File: src/crts_pkg.sv
// Purpose : shared constants for the clock reference and termination select block
// Assumes : 200 MHz system clock, 14 line channels
// Notes   : selection codes, reset values and a code-to-rate function; no register map (plain ports)
package crts_pkg;

  localparam int unsigned CRTS_NUM_CH        = 14;
  localparam int unsigned CRTS_CLK_HZ        = 200_000_000;

  // ----------------------------------------------------------------
  // input reference selection codes
  // ----------------------------------------------------------------
  typedef enum logic [3:0] {
    CRTS_REF_2048K_A = 4'h0,
    CRTS_REF_1544K_A = 4'h1,
    CRTS_REF_8K      = 4'h2,
    CRTS_REF_16K     = 4'h3,
    CRTS_REF_56K     = 4'h4,
    CRTS_REF_64K     = 4'h5,
    CRTS_REF_128K    = 4'h6,
    CRTS_REF_256K    = 4'h7,
    CRTS_REF_4096K   = 4'h8,
    CRTS_REF_3088K   = 4'h9,
    CRTS_REF_8192K   = 4'ha,
    CRTS_REF_6176K   = 4'hb,
    CRTS_REF_16384K  = 4'hc,
    CRTS_REF_12352K  = 4'hd,
    CRTS_REF_2048K_B = 4'he,
    CRTS_REF_1544K_B = 4'hf
  } crts_ref_sel_t;

  // ----------------------------------------------------------------
  // field encodings and reset values
  // ----------------------------------------------------------------
  localparam logic [1:0] CRTS_TERM_100 = 2'h0;
  localparam logic [1:0] CRTS_TERM_110 = 2'h1;
  localparam logic [1:0] CRTS_TERM_75  = 2'h2;
  localparam logic [1:0] CRTS_TERM_120 = 2'h3;

  localparam logic [1:0] CRTS_RES_NONE = 2'h0;
  localparam logic [1:0] CRTS_RES_240  = 2'h1;
  localparam logic [1:0] CRTS_RES_210  = 2'h2;
  localparam logic [1:0] CRTS_RES_150  = 2'h3;

  localparam logic [3:0] CRTS_CLKSEL_RST   = 4'h0;
  localparam logic       CRTS_GATING_RST   = 1'b0;
  localparam logic [1:0] CRTS_TERMSEL_RST  = CRTS_TERM_100;
  localparam logic       CRTS_RXTERM_RST   = 1'b0;
  localparam logic       CRTS_OVERRIDE_RST = 1'b0;
  localparam logic [1:0] CRTS_RESSEL_RST   = CRTS_RES_NONE;

  // reference rate in kHz for each selection code (0 never returned)
  function automatic logic [15:0] crts_ref_khz(input logic [3:0] sel);
    logic [15:0] k;
    k = 16'h0800;
    case (sel)
      4'h0, 4'he: k = 16'd2048;
      4'h1, 4'hf: k = 16'd1544;
      4'h2:       k = 16'd8;
      4'h3:       k = 16'd16;
      4'h4:       k = 16'd56;
      4'h5:       k = 16'd64;
      4'h6:       k = 16'd128;
      4'h7:       k = 16'd256;
      4'h8:       k = 16'd4096;
      4'h9:       k = 16'd3088;
      4'ha:       k = 16'd8192;
      4'hb:       k = 16'd6176;
      4'hc:       k = 16'd16384;
      4'hd:       k = 16'd12352;
      default:    k = 16'd2048;
    endcase
    return k;
  endfunction : crts_ref_khz

endpackage : crts_pkg

File: src/crts_clock_term_ctrl.sv
// Purpose : clock reference selection, rate-family gating and receive
//           termination control for a multi-channel line interface
// Assumes : one 200 MHz clock; the reference itself is synthesized in analog,
//           this logic produces the selection and enable controls for it
// Notes   : configuration is presented as plain write-enable ports: one for all global fields, one per channel
`timescale 1ns/1ps

// Behaviour
// - codes 0/14 select a 2.048 MHz reference, 1/15 select 1.544 MHz, 2..7 select 8..256 kHz.
// - codes 8..13 select 4.096, 3.088, 8.192, 6.176, 16.384 and 12.352 MHz references.
// - a 1.544 MHz and a 2.048 MHz clock enable is produced for each of the 14 channels.
// - each channel's T1 or E1 rate follows the equalizer rate bit in its own settings.
// - extra output references (8 kHz, T1, E1, multiple T1, multiple E1) are produced.
// - the gating bit resets to 0 (gating active) and writing 1 disables gating.
// - with gating active and T1 configured, all E1 references and the 8 kHz reference stop.
// - with gating active and E1 configured, T1 references stop while 8 kHz keeps running.
// - the 2-bit impedance field selects 100, 110, 75 or 120 ohm for receive and transmit.
// - the per-channel termination enable resets to 0 (high impedance) and 1 applies it.
// - with the override bit at 1 the dedicated pin sets termination for every channel.
// - with the override bit at 0 the pin is ignored and each channel uses its own bit.
// - the per-channel resistor field encodes none, 240, 210 or 150 ohm external resistor.
// - the resistor field resets to the no-resistor code.
module crts_clock_term_ctrl
  import crts_pkg::*;
#(
  parameter int unsigned NUM_CH = CRTS_NUM_CH
) (
  // clock and reset
  input  wire logic              i_ref_clk,
  input  wire logic              i_rstn,
  // global configuration writes
  input  wire logic              i_glb_we,
  input  wire logic [3:0]        i_input_clock_select,
  input  wire logic              i_single_rate_clock_gating,
  input  wire logic              i_termination_pin_override_enable,
  input  wire logic              i_glb_rate_e1,
  // per-channel configuration writes
  input  wire logic [NUM_CH-1:0] i_ch_we,
  input  wire logic [1:0]        i_termination_impedance_select,
  input  wire logic              i_receive_termination_enable,
  input  wire logic [1:0]        i_external_resistor_select,
  input  wire logic              i_ch_rate_e1,
  // dedicated termination pin (asynchronous)
  input  wire logic              i_term_pin,
  // global readback
  output logic [3:0]             o_input_clock_select,
  output logic                   o_single_rate_clock_gating,
  output logic                   o_termination_pin_override_enable,
  output logic                   o_glb_rate_e1,
  output logic [15:0]            o_ref_khz,
  // per-channel readback; impedance and resistor fields packed two bits per channel, the rest one bit
  output logic [2*NUM_CH-1:0]    o_termination_impedance_select,
  output logic [NUM_CH-1:0]      o_receive_termination_enable,
  output logic [2*NUM_CH-1:0]    o_external_resistor_select,
  output logic [NUM_CH-1:0]      o_ch_rate_e1,
  // effective controls
  output logic [NUM_CH-1:0]      o_term_applied,
  output logic [NUM_CH-1:0]      o_ch_t1_clk_en,
  output logic [NUM_CH-1:0]      o_ch_e1_clk_en,
  output logic                   o_ref8k_en,
  output logic                   o_ref_t1_en,
  output logic                   o_ref_e1_en,
  output logic                   o_ref_nt1_en,
  output logic                   o_ref_ne1_en
);

  if (NUM_CH < 1 || NUM_CH > 32) begin : g_chk
    $error("crts_clock_term_ctrl: NUM_CH out of range");
  end

  // ----------------------------------------------------------------
  // global settings
  // ----------------------------------------------------------------
  logic [3:0]  clksel_r,  clksel_nxt;
  logic        gate_r,    gate_nxt;
  logic        ovr_r,     ovr_nxt;
  logic        grate_r,   grate_nxt;
  logic [15:0] khz_r,     khz_nxt;

  always_comb begin
    clksel_nxt = clksel_r;
    gate_nxt   = gate_r;
    ovr_nxt    = ovr_r;
    grate_nxt  = grate_r;
    if (i_glb_we) begin
      clksel_nxt = i_input_clock_select;
      gate_nxt   = i_single_rate_clock_gating;
      ovr_nxt    = i_termination_pin_override_enable;
      grate_nxt  = i_glb_rate_e1;
    end
    khz_nxt = crts_ref_khz(clksel_r);
  end

  always_ff @(posedge i_ref_clk) begin
    if (!i_rstn) begin
      clksel_r <= CRTS_CLKSEL_RST;
      gate_r   <= CRTS_GATING_RST;
      ovr_r    <= CRTS_OVERRIDE_RST;
      grate_r  <= 1'b0;
      khz_r    <= crts_ref_khz(CRTS_CLKSEL_RST);
    end else begin
      clksel_r <= clksel_nxt;
      gate_r   <= gate_nxt;
      ovr_r    <= ovr_nxt;
      grate_r  <= grate_nxt;
      khz_r    <= khz_nxt;
    end
  end

  // ----------------------------------------------------------------
  // termination pin synchroniser: change accepted when stages 2 and 3 agree
  // ----------------------------------------------------------------
  logic [2:0] pin_sync_r, pin_sync_nxt;
  logic       pin_r,      pin_nxt;

  always_comb begin
    pin_sync_nxt = {pin_sync_r[1:0], i_term_pin};
    pin_nxt      = (pin_sync_r[2] == pin_sync_r[1]) ? pin_sync_r[2] : pin_r;
  end

  always_ff @(posedge i_ref_clk) begin
    if (!i_rstn) begin
      pin_sync_r <= 3'h0;
      pin_r      <= 1'b0;
    end else begin
      pin_sync_r <= pin_sync_nxt;
      pin_r      <= pin_nxt;
    end
  end

  // ----------------------------------------------------------------
  // per-channel settings and outputs
  // ----------------------------------------------------------------
  logic [1:0] tsel_r  [NUM_CH];
  logic [1:0] tsel_nxt[NUM_CH];
  logic [1:0] res_r   [NUM_CH];
  logic [1:0] res_nxt [NUM_CH];
  logic [NUM_CH-1:0] rxt_r, rxt_nxt;
  logic [NUM_CH-1:0] crate_r, crate_nxt;
  logic [NUM_CH-1:0] app_r, app_nxt;
  logic [NUM_CH-1:0] t1en_r, t1en_nxt;
  logic [NUM_CH-1:0] e1en_r, e1en_nxt;

  // gating active stops the family the global rate choice does not use
  logic t1_allowed, e1_allowed;
  always_comb begin
    t1_allowed = gate_r || !grate_r;
    e1_allowed = gate_r ||  grate_r;
  end

  for (genvar c = 0; c < NUM_CH; c++) begin : g_ch
    always_comb begin
      tsel_nxt[c]  = tsel_r[c];
      res_nxt[c]   = res_r[c];
      rxt_nxt[c]   = rxt_r[c];
      crate_nxt[c] = crate_r[c];
      if (i_ch_we[c]) begin
        tsel_nxt[c]  = i_termination_impedance_select;
        res_nxt[c]   = i_external_resistor_select;
        rxt_nxt[c]   = i_receive_termination_enable;
        crate_nxt[c] = i_ch_rate_e1;
      end
      app_nxt[c]  = ovr_r ? pin_r : rxt_r[c];
      // both rate clocks exist per channel; the channel's own bit picks one
      t1en_nxt[c] = t1_allowed && !crate_r[c];
      e1en_nxt[c] = e1_allowed &&  crate_r[c];
    end

    always_ff @(posedge i_ref_clk) begin
      if (!i_rstn) begin
        tsel_r[c]  <= CRTS_TERMSEL_RST;
        res_r[c]   <= CRTS_RESSEL_RST;
        rxt_r[c]   <= CRTS_RXTERM_RST;
        crate_r[c] <= 1'b0;
        app_r[c]   <= 1'b0;
        t1en_r[c]  <= 1'b0;
        e1en_r[c]  <= 1'b0;
      end else begin
        tsel_r[c]  <= tsel_nxt[c];
        res_r[c]   <= res_nxt[c];
        rxt_r[c]   <= rxt_nxt[c];
        crate_r[c] <= crate_nxt[c];
        app_r[c]   <= app_nxt[c];
        t1en_r[c]  <= t1en_nxt[c];
        e1en_r[c]  <= e1en_nxt[c];
      end
    end

    assign o_termination_impedance_select[2*c +: 2] = tsel_r[c];
    assign o_external_resistor_select[2*c +: 2]     = res_r[c];
  end

  // ----------------------------------------------------------------
  // system output references
  // ----------------------------------------------------------------
  logic r8k_r, r8k_nxt;
  logic rt1_r, rt1_nxt;
  logic re1_r, re1_nxt;

  always_comb begin
    r8k_nxt = gate_r || grate_r;
    rt1_nxt = t1_allowed;
    re1_nxt = e1_allowed;
  end

  always_ff @(posedge i_ref_clk) begin
    if (!i_rstn) begin
      r8k_r <= 1'b0;
      rt1_r <= 1'b0;
      re1_r <= 1'b0;
    end else begin
      r8k_r <= r8k_nxt;
      rt1_r <= rt1_nxt;
      re1_r <= re1_nxt;
    end
  end

  assign o_input_clock_select              = clksel_r;
  assign o_single_rate_clock_gating        = gate_r;
  assign o_termination_pin_override_enable = ovr_r;
  assign o_glb_rate_e1                     = grate_r;
  assign o_ref_khz                         = khz_r;
  assign o_receive_termination_enable      = rxt_r;
  assign o_ch_rate_e1                      = crate_r;
  assign o_term_applied                    = app_r;
  assign o_ch_t1_clk_en                    = t1en_r;
  assign o_ch_e1_clk_en                    = e1en_r;
  assign o_ref8k_en                        = r8k_r;
  assign o_ref_t1_en                       = rt1_r;
  assign o_ref_e1_en                       = re1_r;
  // multiples of a rate share that rate's family gating
  assign o_ref_nt1_en                      = rt1_r;
  assign o_ref_ne1_en                      = re1_r;

endmodule : crts_clock_term_ctrl

File: config.mk
export PLATFORM = sky130hd
export DESIGN_NAME = crts_clock_term_ctrl
export DESIGN_NICKNAME = d
export VERILOG_FILES = /design/src/crts_pkg.sv /design/src/crts_clock_term_ctrl.sv
export SDC_FILE = /design/constraint.sdc
export NUM_CORES = 1
export LEC_CHECK = 0
export BUFFER_PORTS_ARGS = -buffer_cell sky130_fd_sc_hd__buf_2
export CAP_MARGIN = 10
export CORE_UTILIZATION = 35
export CTS_BUF_LIST = sky130_fd_sc_hd__clkbuf_8
export DETAILED_ROUTE_END_ITERATION = 16
export SYNTH_ARGS = -nofsm -noshare
export SYNTH_HDL_FRONTEND = slang
export SYNTH_SLANG_ARGS = --single-unit
File: constraint.sdc
create_clock -name i_ref_clk -period 1.8 [get_ports i_ref_clk]
set_input_delay 0.18 -clock i_ref_clk [delete_from_list [all_inputs] [get_ports i_ref_clk]]
set_output_delay 0.18 -clock i_ref_clk [all_outputs]
set_load 0.05 [all_outputs]
==> flow_summary.ini, run 1 <==
[final_layout]
non_filler_instances = 860
n_antenna_cell = 0
finish.instance_area_um2 = 6930
layout.nets = 697
flow.area_growth_from_synthesis_pct = 26.8
drive_above_1_share_pct = 32.6
fill_cells = 1457

[critical_path]
critical-path-max-stage-delay_ps = 560
timing.setup.critical_path_class = flip-flop to output port
crit_family = flip-flops
worstPathRequired_ps = 1620
critPathBufInv = 1
timing.critical_path.from_type = flip-flop
critical_path_peak_fanout = 12
cp_cell_sequence = buf_2
slowest_stage = dfxtp_1
timing.critical_path.to_type = output port
worst_ep_arrival_time_ps = 1350

[global_routing]
grt_first_pass_wirelength_um = 19700
antenna_found_initial = 0
grt.overflow.total = 0
grt_pass1_vias = 3613
largest_net_degree_at_the_start_of_global_routing = 48
global_route.usage.total_pct = 16.5

[synth]
syn_area_um2 = 5470
synthesis.yosys.warnings = 0
synth.most_common_cell = dfxtp_1
synthSimpleGateAreaFrac_pct = 16.6
synth_cells = 489
synth_xor_xnor_area_share_pct = 0
synthTopCellsByArea = dfxtp_1 55%, mux2i_1 18%, nor2b_1 11%, and2_1 2.2%, buf_2 1.9%
yosysTopAreaCellShare_pct = 55.3
synth.mux.area_fraction_pct = 17.6
synth_area_per_cell_um2 = 11.2
postSynth.topFlopCell = dfxtp_1
yosys-top-cells-count = 151 x dfxtp_1, 96 x mux2i_1, 92 x nor2b_1
synth_top_family_by_area = multiplexers
synth-seq-area-share_pct = 55.3
total_of_flip_flops_plus_latches_after_synthesis = 151
synth_top_cell_by_area = dfxtp_1
compound_gate_fraction_of_synth_area_pct = 3.50
synthAdderAreaFrac_pct = 1.60
synth_enable_flop_cells = 0
postSynth.asyncResetShare_pct = 0
synth.lib_cells_used.distinct = 28

[sta]
final-max-slew-violation-count = 0
timing.final.setup_violations = 0
totalNegativeSetupSlack_ps = 0
fin_crit_sh_pct = 85.2
final.hold.worst_slack_ps = 94.3
timing.fmax_mhz = 652
grt_setup_unrepaired = no
worst_clock_skew_ps = 8.51
timing.final.hold_violations = 0
finalWorstSetupSlack_ps = 267
timing.final.crit_period_ps = 1530

[power_and_ir_drop]
ir_worst_vdd_uv = 395
p_leak_nw = 3.40
power-per-cell-area_nw_per_um2 = 1140

[outcome]
status = finished clean

[clocking]
clkSlewWorstSetupHoldPaths_ps = 80
cts-resized-gates = 0
cts_buffer_depth = 2
tritoncts = yes
clock-root-buffer = clkbuf_8
clock_sink_count = 151
numCtsBuffers = 17
clock_latency_ps = 450
cts_htree_levels = 4

[placement]
dp.final_hpwl_um = 9280
detailedPlace.worstSlack_ps = 302
quantity_of_i_o_buffers_inserted_on_ports = 180
placed_cells = 820
placedInstanceArea_um2 = 6400
placer_congestion_estimate = 0.755

[route]
detailedRoute.firstPassIterationCount = 4
avgRoutedWirePerCell_um = 15.0
first_iter_violations = 136
drtAntennaViolNets = 0
remaining_drc_errors = 0
postRouteWirelength_um = 12900
via_per_inst = 4.43
vias = 3812

[die]
die_x_um = 127
core_region_area_um2 = 15200
die_height_um = 127
design.portCount = 185
fp.dieArea_um2 = 16100
starting_density_of_the_core_pct = 36.0
std_cell_rows = 45

[job]
timing.max_cap.violations = 0

[min_path]
hp-class = input pin to flip-flop
[state kept, by name, indices dropped and copies added, names as in the netlist]
signal and flops:
pin_r 1, tsel_r 28, o_single_rate_clock_gating 1, o_glb_rate_e1 1
o_ch_e1_clk_en 14, o_ref_nt1_en 1, o_ch_rate_e1 14, o_ref_e1_en 1
o_termination_pin_override_enable 1, o_input_clock_select 4, pin_sync_r 3, o_term_applied 14
res_r 28, o_ch_t1_clk_en 14, o_ref_khz 12, o_receive_termination_enable 14
[stage by stage]
step | utilization (%) | power (mW)
2_1_floorplan | - | 4.75
3_3_place_gp | 42.1 | 5.04
3_5_place_dp | 42.1 | 5.05
4_1_cts | 45.6 | 8.00
5_1_grt | 45.6 | 8.24
6_report | 45.6 | 7.89
[worst paths after layout]
check,startpoint,to,slack [ps],depth (start not counted)
setup / recovery,o_input_clock_select[3],o_input_clock_select[3],270,1
hold / removal,i_rstn,o_termination_pin_override_enable,90,2
setup reg to reg,o_input_clock_select[0],o_ref_khz[3],290,5
hold reg to reg,pin_sync_r[0],pin_sync_r[1],430,1
[metal layers]
metal	part of all wire [%]	global-route usage (%)
met5	0	0
met4	1.3	5.88
met3	5.9	6.11
met2	48	27.7
met1	45	19.2
[power breakdown]
group	total (mW)	switching (mW)	leakage [nW]	internal [mW]
combinational	1.35	0.987	1.93	0.361
sequential	3.63	0.105	1.24	3.52
clock	2.92	1.25	0.225	1.67
[layout by cell type, fill, tap and decap left out]
cell type,n
conb_1,4
o21ai_2,1
and3_1,1
buf_2,180
nor2b_1,92
buf_4,7
nand3_1,3
o21a_1,2
inv_2,1
nor3_1,2
clkinvlp_4,4
ha_1,7
o21ai_0,5
nor4_2,1
dfxtp_1,151
o211ai_1,1
clkinv_4,2
a21boi_0,5
bufinv_16,5
nand3b_1,1
a21oi_1,3
clkbuf_8,18
nor2_1,15
nand2_1,5
and2_1,19
mux2i_1,96
a21boi_1,11
inv_1,8
nand2b_1,14
dlygate4sd3_1,8
[layout make-up]
type	instances	area [µm²]	area share, %
Clock buffer	18	248	3.57
Multi-Input combinational cell	288	2160	31.2
Tap cell	188	235	3.39
Clock inverter	14	209	3.01
Sequential cell	151	3020	43.6
Timing Repair Buffer	195	1030	14.9
Inverter	6	22.5	0.325
[cells by family after synthesis]
logic type                 after synthesis
and+or+nand+nor                        153
adders and majority gates                7
muxes                                   96
other                                    1
buffers and inverters                   53
AOI/OAI and AO/OA                       28
DFF                                    151
[timing repair]
action,4_1_cts,5_1_grt
hold buffers,8,0
buffers inserted,0,0
endpoints found under the hold margin,8,0
setup endpoints to repair,0,0
No activity file was read; power rests on OpenSTA's default activity.
==> inputs of run 2 (changes only) <==
--- a/config.mk
+++ b/config.mk
@@ -5,11 +5,12 @@
 export SDC_FILE = /design/constraint.sdc
 export NUM_CORES = 1
 export LEC_CHECK = 0
-export BUFFER_PORTS_ARGS = -buffer_cell sky130_fd_sc_hd__buf_2
+export BUFFER_PORTS_ARGS = -buffer_cell sky130_fd_sc_hd__clkbuf_2
 export CAP_MARGIN = 10
 export CORE_UTILIZATION = 35
 export CTS_BUF_LIST = sky130_fd_sc_hd__clkbuf_8
 export DETAILED_ROUTE_END_ITERATION = 16
+export PLACE_DENSITY = 0.67
 export SYNTH_ARGS = -nofsm -noshare
 export SYNTH_HDL_FRONTEND = slang
 export SYNTH_SLANG_ARGS = --single-unit
==> flow_summary.ini, run 2 (synthesized netlist as in run 1, its figures left out) <==
[outcome]
status = finished clean

[critical_path]
critical-path-max-stage-delay_ps = 680
critical_path_peak_fanout = 14
worst_ep_arrival_time_ps = 1500
slowest_stage = dfxtp_1
cp_cell_sequence = clkbuf_2
crit_family = flip-flops
timing.critical_path.to_type = output port
worstPathRequired_ps = 1620
timing.critical_path.from_type = flip-flop
critPathBufInv = 1
timing.setup.critical_path_class = flip-flop to output port

[clocking]
cts_htree_levels = 4
clkSlewWorstSetupHoldPaths_ps = 90
clock_latency_ps = 440
cts_buffer_depth = 2
clock-root-buffer = clkbuf_8
post-cts-setup-buffers = 0
numCtsBuffers = 17
clock_sink_count = 151
tritoncts = yes

[final_layout]
layout.nets = 692
drive_above_1_share_pct = 32.7
commonest_non_fill_non_tap_cell_in_the_layout = clkbuf_2
post-route-util_pct = 44.9
layout.cells.most_common_list = 179 x clkbuf_2, 151 x dfxtp_1, 96 x mux2i_1
reg.largest.list = res_r x28, tsel_r x28
n_antenna_cell = 0
fill_cells = 1443
flow.area_growth_from_synthesis_pct = 24.9

[global_routing]
grt.overflow.total = 0
largest_net_degree_at_the_start_of_global_routing = 74
global_route.usage.total_pct = 16.3
grt_first_pass_wirelength_um = 19800
antenna_found_initial = 0
grt_pass1_vias = 3713

[route]
vias = 3839
first_iter_violations = 110
via_per_inst = 4.49
detailedRoute.firstPassIterationCount = 4
remaining_drc_errors = 0
postRouteWirelength_um = 13000
avgRoutedWirePerCell_um = 15.2
drtAntennaViolNets = 0

[power_and_ir_drop]
power-per-cell-area_nw_per_um2 = 1100
p_leak_nw = 3.26
design_power_total_mw = 7.52
ir_worst_vdd_uv = 374

[die]
starting_density_of_the_core_pct = 36.0
die_x_um = 127
design.portCount = 185
std_cell_rows = 45
die_height_um = 127
core_region_area_um2 = 15200
fp.dieArea_um2 = 16100

[sta]
grt_setup_unrepaired = no
timing.final.hold_violations = 0
final-max-slew-violation-count = 0
worst_clock_skew_ps = 12.9
timing.final.crit_period_ps = 1680
timing.final.setup_violations = 0
fin_crit_sh_pct = 93.4
worst_slew_pin_slew_ps = 566
totalNegativeSetupSlack_ps = 0
max_slew_margin_pct = 62.3
timing.fmax_mhz = 595

[min_path]
hp-class = input pin to flip-flop

[placement]
quantity_of_i_o_buffers_inserted_on_ports = 180
dp.final_hpwl_um = 9220
placer_congestion_estimate = 0.808

[job]
timing.max_cap.violations = 0
-- run 2: cell types whose count changed in the layout (fill, tap and decap cells not counted), moves of 2 or more --
cell	before	now
inv_1	8	5
buf_4	7	3
buf_2	180	1
inv_6	0	4
inv_8	0	2
bufinv_16	5	1
clkbuf_2	0	179
-- run 2: layout make-up --
cell class / instances / area, µm² / area share, %
Clock buffer: 19 / 262 / 3.83
Clock inverter: 13 / 134 / 1.96
Inverter: 6 / 22.5 / 0.330
Multi-Input combinational cell: 288 / 2160 / 31.7
Sequential cell: 151 / 3020 / 44.2
Tap cell: 188 / 235 / 3.44
Timing Repair Buffer: 190 / 993 / 14.5
-- run 2: path summary, 6_finish.rpt --
| path | from | to | slack, ps | cells after the start |
|---|---|---|---|---|
| setup / recovery | o_input_clock_select[2] | o_input_clock_select[2] | 120 | 1 |
| hold / removal | i_input_clock_select[1] | o_input_clock_select[1] | 30 | 3 |
| setup reg to reg | o_input_clock_select[0] | o_ref_khz[3] | 270 | 5 |
| hold reg to reg | pin_sync_r[0] | pin_sync_r[1] | 440 | 1 |
-- run 2: where the power goes --
part	switching (mW)	total (mW)	leakage [nW]	internal (mW)
registers	0.123	3.64	1.24	3.52
logic	0.980	1.33	1.83	0.347
clock network	1.35	2.55	0.186	1.20
-- run 2: per-layer routing --
layer / up-vias / global-route usage, % / part of all wire [%]
li1: 1899 / - / -
met1: 1805 / 19.0 / 45
met2: 128 / 28.4 / 49
met3: 7 / 5.07 / 5.2
met4: 0 / 5.39 / 0.85
met5: - / 0 / 0
-- run 2: repair_timing --
item | in CTS | in global routing
gates resized for setup | 0 | 0
hold endpoints to repair | 6 | 0
hold buffers | 7 | 0
-- run 2: stage by stage --
stage,setup slack (ps),hold slack (ps),std cells,area [µm²]
after detailed placement,283,399,816,6370
after global placement,360,400,816,6370
after floorplan,68.9,307,492,5480
final,120,33.8,855,6830
after CTS,92.0,6.29,855,6830
after global routing,32.3,10.8,855,6830
==> inputs of run 3 (changes only) <==
--- a/config.mk
+++ b/config.mk
@@ -7,6 +7,7 @@
 export LEC_CHECK = 0
 export BUFFER_PORTS_ARGS = -buffer_cell sky130_fd_sc_hd__clkbuf_2
 export CAP_MARGIN = 10
+export CORE_MARGIN = 4
 export CORE_UTILIZATION = 35
 export CTS_BUF_LIST = sky130_fd_sc_hd__clkbuf_8
 export DETAILED_ROUTE_END_ITERATION = 16
==> flow_summary.ini, run 3 (synthesized netlist as in run 1, its figures left out) <==
[die]
std_cell_rows = 45
core_region_area_um2 = 15300
die_x_um = 133
die_height_um = 133
design.portCount = 185
starting_density_of_the_core_pct = 35.8
fp.dieArea_um2 = 17700

[critical_path]
timing.reg2reg.setup_slack_ps = 260
timing.critical_path.from_type = flip-flop
timing.critical_path.to_type = output port
worst_r2r_endpoint = o_ref_khz[3]
timing.setup.critical_path_class = flip-flop to output port
worst_ep_arrival_time_ps = 1400
critPathBufInv = 1
critical_path_peak_fanout = 11
crit_family = flip-flops
reg2reg_start = o_input_clock_select[0]
worstPathRequired_ps = 1620
cp_cell_sequence = clkbuf_2
slowest_stage = dfxtp_1
register_to_register_path_depth = 5
critical-path-max-stage-delay_ps = 590

[global_routing]
grt_first_pass_wirelength_um = 20900
antenna_found_initial = 0
grt.overflow.total = 0
global_route.usage.total_pct = 15.2
grt_pass1_vias = 3792
largest_net_degree_at_the_start_of_global_routing = 120

[route]
postRouteWirelength_um = 13300
first_iter_violations = 130
detailedRoute.firstPassIterationCount = 5
vias = 3833
avgRoutedWirePerCell_um = 15.1
drtAntennaViolNets = 0
remaining_drc_errors = 0
via_per_inst = 4.35

[sta]
worst_slew_pin_slew_ps = 575
final-max-slew-violation-count = 0
max_slew_margin_pct = 61.7
timing.final.crit_period_ps = 1580
grt_setup_unrepaired = no
finalWorstSetupSlack_ps = 223
timing.final.hold_violations = 0
worst_clock_skew_ps = 10.2
totalNegativeSetupSlack_ps = 0
timing.fmax_mhz = 634
timing.final.setup_violations = 0
fin_crit_sh_pct = 87.6

[job]
timing.max_cap.violations = 0

[final_layout]
post-route-util_pct = 45.0
layout.cells.most_common_list = 179 x clkbuf_2, 151 x dfxtp_1, 96 x mux2i_1
layout.nets = 694
fill_cells = 1429
reg.largest.list = res_r x28, tsel_r x28
drive_above_1_share_pct = 32.6
flow.area_growth_from_synthesis_pct = 25.5
commonest_non_fill_non_tap_cell_in_the_layout = clkbuf_2

[power_and_ir_drop]
ir_worst_vdd_uv = 484
p_leak_nw = 3.27
design_power_total_mw = 7.33
power-per-cell-area_nw_per_um2 = 1070

[outcome]
status = finished clean

[min_path]
min_delay_worst_endpoint = res_r[1][2]
hp-class = input pin to flip-flop
hold_path.startpoint = i_ch_we[9]
worst_hold_path.num_cells = 3

[clocking]
numCtsBuffers = 17
tritoncts = yes
clock_latency_ps = 440
clkSlewWorstSetupHoldPaths_ps = 90
clock-root-buffer = clkbuf_8
cts_htree_levels = 4
clock_sink_count = 151
cts_buffer_depth = 2
cts-resized-gates = 0

[placement]
quantity_of_i_o_buffers_inserted_on_ports = 180
detailedPlace.worstSlack_ps = 266
dp.final_hpwl_um = 9380
placer_congestion_estimate = 0.768
run 3: changes by cell type in the layout (fill, tap and decap cells not counted):
cell / before / now
buf_12: 0 / 1
bufinv_16: 1 / 0
clkbuf_8: 19 / 20
clkinv_2: 0 / 2
clkinv_4: 1 / 4
clkinvlp_4: 5 / 1
diode_2: 0 / 1
dlygate4sd3_1: 7 / 8
inv_1: 5 / 6
inv_8: 2 / 0
run 3: cell type report:
type	instances	area, µm²	share of cell area [%]
diodes	1	2.50	0.0364
multi-input cells	288	2160	31.5
flip-flops and latches	151	3020	44.0
repair buffers	192	1020	14.9
clock inverters	12	91.3	1.33
inverters	6	22.5	0.328
clock buffers	20	275	4.01
well taps	211	264	3.85
run 3: how the worst max path moves through the flow:
stage,from,to,slack [ps],cells past startpoint
5_1_grt,o_input_clock_select[2],o_input_clock_select[2],120,1
3_5_place_dp,o_input_clock_select[0],o_ref_khz[3],270,5
6_report,o_input_clock_select[2],o_input_clock_select[2],220,1
4_1_cts,o_input_clock_select[2],o_input_clock_select[2],170,1
2_1_floorplan,o_input_clock_select[0],o_ref_khz[3],70,5
3_3_place_gp,o_input_clock_select[0],o_ref_khz[3],360,5
run 3: stage by stage:
stage	std cells	cell area, µm²	hold slack, ps
floorplan	492	5480	307
global placement	840	6420	400
detailed placement	840	6420	392
CTS	880	6860	155
global route	880	6860	173
finish	881	6870	183
run 3: tightest hold or removal path: stages:
cell      delay, ps
clkbuf_2        220
mux2i_1         110
nor2b_1          90
run 3: power breakdown:
group	leakage [nW]	switching (mW)	internal, mW
Combinational	1.84	0.988	0.353
Clock	0.192	1.27	1.08
Sequential	1.24	0.115	3.52
Total	3.27	2.38	4.95
run 3: timing repair:
item                                   CTS  global route
setup endpoints to repair                0             0
setup buffers                            0             0
hold buffers                             8             0
endpoints found under the hold margin    8             0
run 3: per-layer routing:
metal	vias to the layer above	wire [µm]	track usage [%]
met5	-	0	0
met4	0	169	5.66
met3	11	902	5.51
met2	139	6170	24.4
met1	1767	6030	18.8
li1	1916	-	-
